**src/rtl/fce_pkg.sv**
```systemverilog
`default_nettype none
package fce_pkg;
	// Array layout: block 0 program flash, block 1 data EEPROM
	localparam int NUM_BLK = 2;
	localparam int BLK_W = 1;
	localparam int DIV_W = 7;
	// Command codes
	localparam logic [7:0] CMD_ERASE_VERIFY_ALL = 8'h01;
	localparam logic [7:0] CMD_VERIFY_BLOCK = 8'h02;
	localparam logic [7:0] CMD_PROGRAM = 8'h06;
	localparam logic [7:0] CMD_ERASE_ALL = 8'h08;
	localparam logic [7:0] CMD_ERASE_BLOCK = 8'h09;
	localparam logic [7:0] CMD_ERASE_SECTOR = 8'h0A;
	// Algorithm lengths in mclk cycles
	localparam logic [9:0] PROG_CYC = 10'h040;
	localparam logic [9:0] ERASE_CYC = 10'h100;
	localparam logic [9:0] VERIFY_CYC = 10'h010;
	// Reset values
	localparam logic [DIV_W-1:0] DIV_RST = 7'h00;
	// Algorithm kinds
	typedef enum logic [1:0] {FCE_OP_PROG, FCE_OP_ERASE, FCE_OP_VERIFY, FCE_OP_VERIFY_ALL} fce_op_t;
endpackage
`default_nettype wire

```
**src/rtl/fce_eng_if.sv**
```systemverilog
`timescale 1ns/1ps
`default_nettype none
interface fce_eng_if;
	logic start; // Launch pulse
	fce_pkg::fce_op_t op; // Algorithm kind
	logic [fce_pkg::BLK_W-1:0] blk; // Target block
	logic busy; // Algorithm running
	logic done; // Finish pulse
	logic all_erased; // Verify outcome
	modport ctrl (output start, output op, output blk, input busy, input done, input all_erased);
	modport eng (input start, input op, input blk, output busy, output done, output all_erased);
endinterface
`default_nettype wire

```
**src/rtl/fce_engine.sv**
```systemverilog
`timescale 1ns/1ps
`default_nettype none
module fce_engine (
	input wire logic mclk, // Clock
	input wire logic arst_n, // Async reset
	input wire logic [fce_pkg::NUM_BLK-1:0] blk_blank, // Per-block erased state from array
	fce_eng_if.eng eng // Controller link
);
	typedef enum logic [1:0] {FCE_IDLE, FCE_RUN, FCE_SCAN} fce_st_t;
	fce_st_t st;
	logic [9:0] cnt;
	logic [fce_pkg::BLK_W-1:0] scan_blk;
	logic blank_acc;
	logic scan_all; // Scan walks every block

	// The requested kind follows the live command code, so it is held at start

	// Algorithm sequencer
	always_ff @(posedge mclk or negedge arst_n) begin
		if (!arst_n) begin
			st <= FCE_IDLE;
			cnt <= 10'h000;
			scan_blk <= '0;
			blank_acc <= 1'b0;
			scan_all <= 1'b0;
			eng.done <= 1'b0;
			eng.all_erased <= 1'b0;
		end else begin
			eng.done <= 1'b0;
			case (st)
				FCE_IDLE: begin
					if (eng.start) begin
						blank_acc <= 1'b1;
						scan_all <= (eng.op == fce_pkg::FCE_OP_VERIFY_ALL);
						if (eng.op == fce_pkg::FCE_OP_VERIFY_ALL) begin
							scan_blk <= '0;
							cnt <= fce_pkg::VERIFY_CYC;
							st <= FCE_SCAN;
						end else if (eng.op == fce_pkg::FCE_OP_VERIFY) begin
							scan_blk <= eng.blk;
							cnt <= fce_pkg::VERIFY_CYC;
							st <= FCE_SCAN;
						end else begin
							cnt <= (eng.op == fce_pkg::FCE_OP_PROG) ? fce_pkg::PROG_CYC : fce_pkg::ERASE_CYC;
							st <= FCE_RUN;
						end
					end
				end
				FCE_RUN: begin
					if (cnt == 10'h001) begin
						eng.done <= 1'b1;
						st <= FCE_IDLE;
					end
					cnt <= cnt - 10'h001;
				end
				FCE_SCAN: begin
					// Walk the target block, or every block when scan_all is set, one verify window each
					if (cnt == 10'h001) begin
						if (scan_all && scan_blk != fce_pkg::BLK_W'(fce_pkg::NUM_BLK - 1)) begin
							blank_acc <= blank_acc & blk_blank[scan_blk];
							scan_blk <= scan_blk + 1'b1;
							cnt <= fce_pkg::VERIFY_CYC;
						end else begin
							eng.all_erased <= blank_acc & blk_blank[scan_blk];
							eng.done <= 1'b1;
							st <= FCE_IDLE;
						end
					end else begin
						cnt <= cnt - 10'h001;
					end
				end
				default: st <= FCE_IDLE;
			endcase
		end
	end

	assign eng.busy = (st != FCE_IDLE);
endmodule
`default_nettype wire

```
**src/rtl/fce_ctrl.sv**
```systemverilog
// Overview of operation
// - Program/erase before divider write: error, no run
// - Invalid command code: set error, ignore command
// - Read of busy block flagged illegal
// - Verify-all checks every block for erased state
`timescale 1ns/1ps
`default_nettype none
module fce_ctrl (
	input wire logic mclk, // Clock, 50 MHz
	input wire logic arst_n, // Async reset, active low
	input wire logic div_wr, // Write strobe of flash_clock_divider
	input wire logic [fce_pkg::DIV_W-1:0] div_wdata, // Divider value
	input wire logic cmd_launch, // Command launch pulse
	input wire logic [7:0] cmd_code, // Command code
	input wire logic [fce_pkg::BLK_W-1:0] cmd_blk, // Target block
	input wire logic [fce_pkg::NUM_BLK-1:0] blk_protect, // Block protected
	input wire logic [fce_pkg::NUM_BLK-1:0] blk_blank, // Block erased
	input wire logic acc_err_clr, // Clear access_error_flag
	input wire logic prot_viol_clr, // Clear protection_violation_flag
	input wire logic rd_req, // Array read request
	input wire logic [fce_pkg::BLK_W-1:0] rd_blk, // Block being read
	output logic [fce_pkg::DIV_W-1:0] flash_clock_divider, // Divider register
	output logic div_done, // Divider written since reset
	output logic access_error_flag, // Sticky access error
	output logic protection_violation_flag, // Sticky protection violation
	output logic command_complete_flag, // High when idle
	output logic all_erased, // Last verify result
	output logic rd_illegal, // Pulse: read hit busy block
	output logic [fce_pkg::BLK_W-1:0] busy_blk // Block under algorithm
);
	fce_eng_if eif ();
	logic valid_cmd;
	logic needs_div;
	logic is_prog_erase;
	logic chk_prot;
	logic go;
	logic acc_evt;
	logic viol_evt;
	logic run_all; // Running command covers every block
	logic run_verify; // Running command is a verify
	fce_pkg::fce_op_t next_op;

	// Is the code one we run
	function automatic logic cmd_known(input logic [7:0] c);
		case (c)
			fce_pkg::CMD_ERASE_VERIFY_ALL, fce_pkg::CMD_VERIFY_BLOCK, fce_pkg::CMD_PROGRAM,
			fce_pkg::CMD_ERASE_ALL, fce_pkg::CMD_ERASE_BLOCK, fce_pkg::CMD_ERASE_SECTOR: cmd_known = 1'b1;
			default: cmd_known = 1'b0;
		endcase
	endfunction

	// Does the code alter the array
	function automatic logic cmd_modifies(input logic [7:0] c);
		case (c)
			fce_pkg::CMD_PROGRAM, fce_pkg::CMD_ERASE_ALL, fce_pkg::CMD_ERASE_BLOCK,
			fce_pkg::CMD_ERASE_SECTOR: cmd_modifies = 1'b1;
			default: cmd_modifies = 1'b0;
		endcase
	endfunction

	// Launch checks
	always_comb begin
		valid_cmd = cmd_known(cmd_code);
		is_prog_erase = cmd_modifies(cmd_code);
		needs_div = is_prog_erase && !div_done;
		chk_prot = is_prog_erase && (cmd_code == fce_pkg::CMD_ERASE_ALL ? |blk_protect : blk_protect[cmd_blk]);
		case (cmd_code)
			fce_pkg::CMD_PROGRAM: next_op = fce_pkg::FCE_OP_PROG;
			fce_pkg::CMD_ERASE_VERIFY_ALL: next_op = fce_pkg::FCE_OP_VERIFY_ALL;
			fce_pkg::CMD_VERIFY_BLOCK: next_op = fce_pkg::FCE_OP_VERIFY;
			default: next_op = fce_pkg::FCE_OP_ERASE;
		endcase
		acc_evt = 1'b0;
		viol_evt = 1'b0;
		go = 1'b0;
		if (cmd_launch) begin
			if (!command_complete_flag || eif.busy || access_error_flag || protection_violation_flag) begin
				acc_evt = 1'b1;
			end else if (!valid_cmd) begin
				acc_evt = 1'b1;
			end else if (needs_div) begin
				acc_evt = 1'b1;
			end else if (chk_prot) begin
				viol_evt = 1'b1;
			end else begin
				go = 1'b1;
			end
		end
	end

	// Engine request
	assign eif.start = go;
	assign eif.op = next_op;
	assign eif.blk = cmd_blk;

	// Clock divider register and its written marker
	always_ff @(posedge mclk or negedge arst_n) begin
		if (!arst_n) begin
			flash_clock_divider <= fce_pkg::DIV_RST;
			div_done <= 1'b0;
		end else if (div_wr && command_complete_flag) begin
			flash_clock_divider <= div_wdata;
			div_done <= 1'b1;
		end
	end

	// Sticky error flags; a new event wins over a clear
	always_ff @(posedge mclk or negedge arst_n) begin
		if (!arst_n) begin
			access_error_flag <= 1'b0;
			protection_violation_flag <= 1'b0;
		end else begin
			if (acc_evt) begin
				access_error_flag <= 1'b1;
			end else if (acc_err_clr) begin
				access_error_flag <= 1'b0;
			end
			if (viol_evt) begin
				protection_violation_flag <= 1'b1;
			end else if (prot_viol_clr) begin
				protection_violation_flag <= 1'b0;
			end
		end
	end

	// Command complete and busy block tracking; the running command's scope is held
	// here because the engine request follows the live command code
	always_ff @(posedge mclk or negedge arst_n) begin
		if (!arst_n) begin
			command_complete_flag <= 1'b1;
			busy_blk <= '0;
			run_all <= 1'b0;
			run_verify <= 1'b0;
		end else if (go) begin
			command_complete_flag <= 1'b0;
			busy_blk <= cmd_blk;
			run_all <= (next_op == fce_pkg::FCE_OP_VERIFY_ALL) || (cmd_code == fce_pkg::CMD_ERASE_ALL);
			run_verify <= (next_op == fce_pkg::FCE_OP_VERIFY_ALL) || (next_op == fce_pkg::FCE_OP_VERIFY);
		end else if (eif.done) begin
			command_complete_flag <= 1'b1;
		end
	end

	// Verify result capture
	always_ff @(posedge mclk or negedge arst_n) begin
		if (!arst_n) begin
			all_erased <= 1'b0;
		end else if (eif.done && run_verify) begin
			all_erased <= eif.all_erased;
		end
	end

	// Reads that collide with a running algorithm
	always_ff @(posedge mclk or negedge arst_n) begin
		if (!arst_n) begin
			rd_illegal <= 1'b0;
		end else begin
			rd_illegal <= rd_req && !command_complete_flag && (run_all || rd_blk == busy_blk);
		end
	end

	fce_engine u_eng (
		.mclk(mclk),
		.arst_n(arst_n),
		.blk_blank(blk_blank),
		.eng(eif)
	);
endmodule
`default_nettype wire

```
**config.mk**
```make
export PLATFORM = sky130hd
export DESIGN_NAME = fce_ctrl
export DESIGN_NICKNAME = d
export VERILOG_FILES = /design/src/rtl/fce_pkg.sv /design/src/rtl/fce_eng_if.sv /design/src/rtl/fce_engine.sv /design/src/rtl/fce_ctrl.sv
export SDC_FILE = /design/constraint.sdc
export NUM_CORES = 1
export LEC_CHECK = 0
export BUFFER_PORTS_ARGS = -buffer_cell sky130_fd_sc_hd__buf_2
export CAP_MARGIN = 20
export CORE_MARGIN = 1.5
export CORE_UTILIZATION = 45
export DETAILED_ROUTE_END_ITERATION = 16
export GPL_TIMING_DRIVEN = 0
export PLACE_DENSITY = 0.68
export SETUP_SLACK_MARGIN = 0.4
export SYNTH_ARGS = -nofsm -noshare
export SYNTH_HDL_FRONTEND = slang
export SYNTH_SLANG_ARGS = --single-unit
```
**constraint.sdc**
```tcl
create_clock -name mclk -period 6.2 [get_ports mclk]
set_input_delay 1.24 -clock mclk [delete_from_list [all_inputs] [get_ports mclk]]
set_output_delay 1.24 -clock mclk [all_outputs]
set_load 0.005 [all_outputs]
```
==> flow_metrics.tcl <==
set metrics [dict create \
    status "complete, no violations" \
    port_buffers 37 \
    detail-route-antenna-nets 0 \
    wl_um 4580 \
    synth_warnings 0 \
    cts_num_sinks 33 \
    slew_headroom 0.517 \
    die_w_um 70.5 \
    syn-num-nets 246 \
    drv_slew 0 \
    htreeDepth 2 \
    synthTopCellsByCount "dfrtp_1 (32), nor2_1 (16), inv_1 (15)" \
    synthesis.area_um2 2050 \
    num_io_pins 42 \
    wl_per_cell_um 14.9 \
    grt_pass1_wl_um 7870 \
    setup_viol 0 \
    finalNetCount 290 \
    die_h_um 70.5 \
    vias_per_cell 5.72 \
    drive_gt1_frac 0.258 \
    place.gp.congestion 0.858 \
    drc 0 \
    grt-ovfl-total 0 \
    postCtsSetupBuffers 0 \
    cts.reportedPaths.clkPinSlew_ns 0.06 \
    crit_arrival_ns 3.37 \
    drt_iter0_drc 91 \
    worstSkewPairLatency_ns 0.27 \
    initial_core_util 0.468 \
    worst_hold_path_type "reg -> reg" \
    cp.required_ns 6.36 \
    setup_slack_ns 2.99 \
    hold_buffers 0 \
    synth_edf_count 0 \
    rsz0062_at_grt "no" \
    yosysTopAreaCell "dfrtp_1" \
    critPathKind "in -> reg" \
    cts_resized 0 \
    hold_viol_final 0 \
    ys.flop_type "dfrtp_1" \
    synthCells 212 \
    multiInputGateArea_um2 1120 \
    diodes 0 \
    power_leakage_uw 0.00103 \
    cp_max_fo 10 \
    hpwl_um 3490 \
    root_buffer "clkbuf_8" \
    grt_usage 0.200 \
    synth.most_common_cell "dfrtp_1" \
    ys_types 50 \
    endpoint_kind "register" \
    fmax_mhz 312 \
    cts_buffer_depth 2 \
    fin_util 0.545 \
    cts_tree "built" \
    cts_made_buffers 5 \
    grt_max_degree 34 \
    syn_to_final_growth_pct 16.4 \
    tns_ns 0 \
    antenna_found_initial 0 \
    firstDrtPassIters 4 \
    ys_ff_latch 33 \
    start_kind "input pin" \
    asyncSetResetFlopFracSynth 1.00 \
    fin_skew_ns 0.00248 \
    core_area_um2 4380 \
    synth_top_area_frac 0.390 \
    avgSynthCellArea_um2 9.68 \
    synth_area_leaders "dfrtp_1 (39%), mux2_2 (6.6%), ha_1 (3.7%)" \
    grt_pass1_vias 1645 \
    worst_pin_slew_ns 0.724 \
    vias 1763 \
    row_count 24 \
    regArea_um2 827 \
    yosysSeqAreaShare 0.403 \
    fillers 433 \
    pre_cts_slack_ns 2.70 \
    fin_crit_ns 3.21 \
    die-area_um2 4970 \
    period_share 0.517 \
    power_density_nw_per_um2 237 \
    cap_viol_max_count 0 \
    ir_drop_mv 0.154 \
]
-- layout make-up --
cell class / count / area share
buffer: 9 / 0.0215
inverter: 15 / 0.0236
multi-input combinational: 155 / 0.468
clock buffer: 7 / 0.0361
sequential: 33 / 0.346
tap: 52 / 0.0272
timing repair buffer: 37 / 0.0775
-- metrics by stage --
| step | hold WS [ns] | area, um2 | power, uW | cells |
|---|---|---|---|---|
| floorplan | 0.449 | 2050 | 363 | 212 |
| global placement | 0.470 | 2300 | 407 | 301 |
| detailed placement | 0.484 | 2300 | 410 | 301 |
| CTS | 0.498 | 2390 | 570 | 308 |
| global route | 0.521 | 2390 | 603 | 308 |
| finish | 0.489 | 2390 | 566 | 308 |
-- layer usage --
layer	routed length, um	share of wire	vias to the layer above	GRT usage
met1	2340	0.51	839	0.297
met4	36	0.0079	0	0.0513
met2	2010	0.44	45	0.299
met3	196	0.043	5	0.0390
li1	-	-	874	-
met5	0	0	-	0
-- where the power goes --
part	internal, uW	switching (uW)
Clock	87.9	69.0
Combinational	60.1	80.9
Sequential	241	26.3
-- flip-flops by register name, indices dropped and copies added, names as in the netlist --
register	cells
access_error_flag	1
all_erased	1
busy_blk	1
command_complete_flag	1
div_done	1
flash_clock_divider	7
protection_violation_flag	1
rd_illegal	1
run_all	1
run_verify	1
u_eng.blank_acc	1
u_eng.cnt	10
u_eng.eng.all_erased	1
u_eng.eng.done	1
u_eng.scan_all	1
u_eng.scan_blk	1
u_eng.st	2
-- cell families after synthesis --
group           synth area share
flops                      0.403
mux                       0.0805
fa+ha+maj                 0.0366
xor+xnor                  0.0171
simple gates               0.196
buf+inv                   0.0524
compound gates             0.214
-- critical path, cell delays in order --
cell	delay, ns
buf_2	0.10
or4_4	0.52
buf_6	0.15
o41ai_4	0.36
o2111ai_4	0.30
a21oi_4	0.32
mux2_2	0.36
-- final timing paths --
kind | start | endpoint | slack, ns | depth (start not counted)
hold / removal | run_verify | run_verify | 0.49 | 2
min in group asynchronous | arst_n | all_erased | 1.02 | 1
setup / recovery | cmd_code[5] | u_eng.cnt[1] | 2.99 | 7
max in group asynchronous | arst_n | flash_clock_divider[6] | 4.72 | 1
hold reg to reg | run_verify | run_verify | 0.49 | 2
setup reg to reg | u_eng.cnt[1] | u_eng.cnt[1] | 3.62 | 7
-- cells in the final DEF (no fill, tap or decap), types with 2 or more instances in the layout --
cell / netlist / final
buf_2: 2 / 39
dfrtp_1: 32 / 32
nor2_1: 16 / 16
inv_1: 15 / 15
mux2_2: 12 / 12
nand2_1: 11 / 11
a21oi_1: 10 / 10
nor3_1: 8 / 8
nand3_1: 7 / 7
o21ai_0: 7 / 7
nand2b_1: 6 / 6
nor3b_1: 6 / 6
a211oi_1: 6 / 6
clkbuf_1: 5 / 6
ha_1: 6 / 6
clkbuf_8: 0 / 6
o22ai_1: 5 / 5
nand4_1: 4 / 4
nor2b_1: 4 / 4
or3_1: 4 / 4
a22o_1: 4 / 4
xnor2_1: 3 / 3
mux2i_1: 3 / 3
buf_6: 2 / 2
nor4_1: 2 / 2
o22a_1: 2 / 2
or2_2: 2 / 2
a211o_1: 2 / 2
a21o_1: 2 / 2
or4_1: 2 / 2
o32ai_1: 2 / 2
Note: power is estimated with default switching activity, not from simulation.
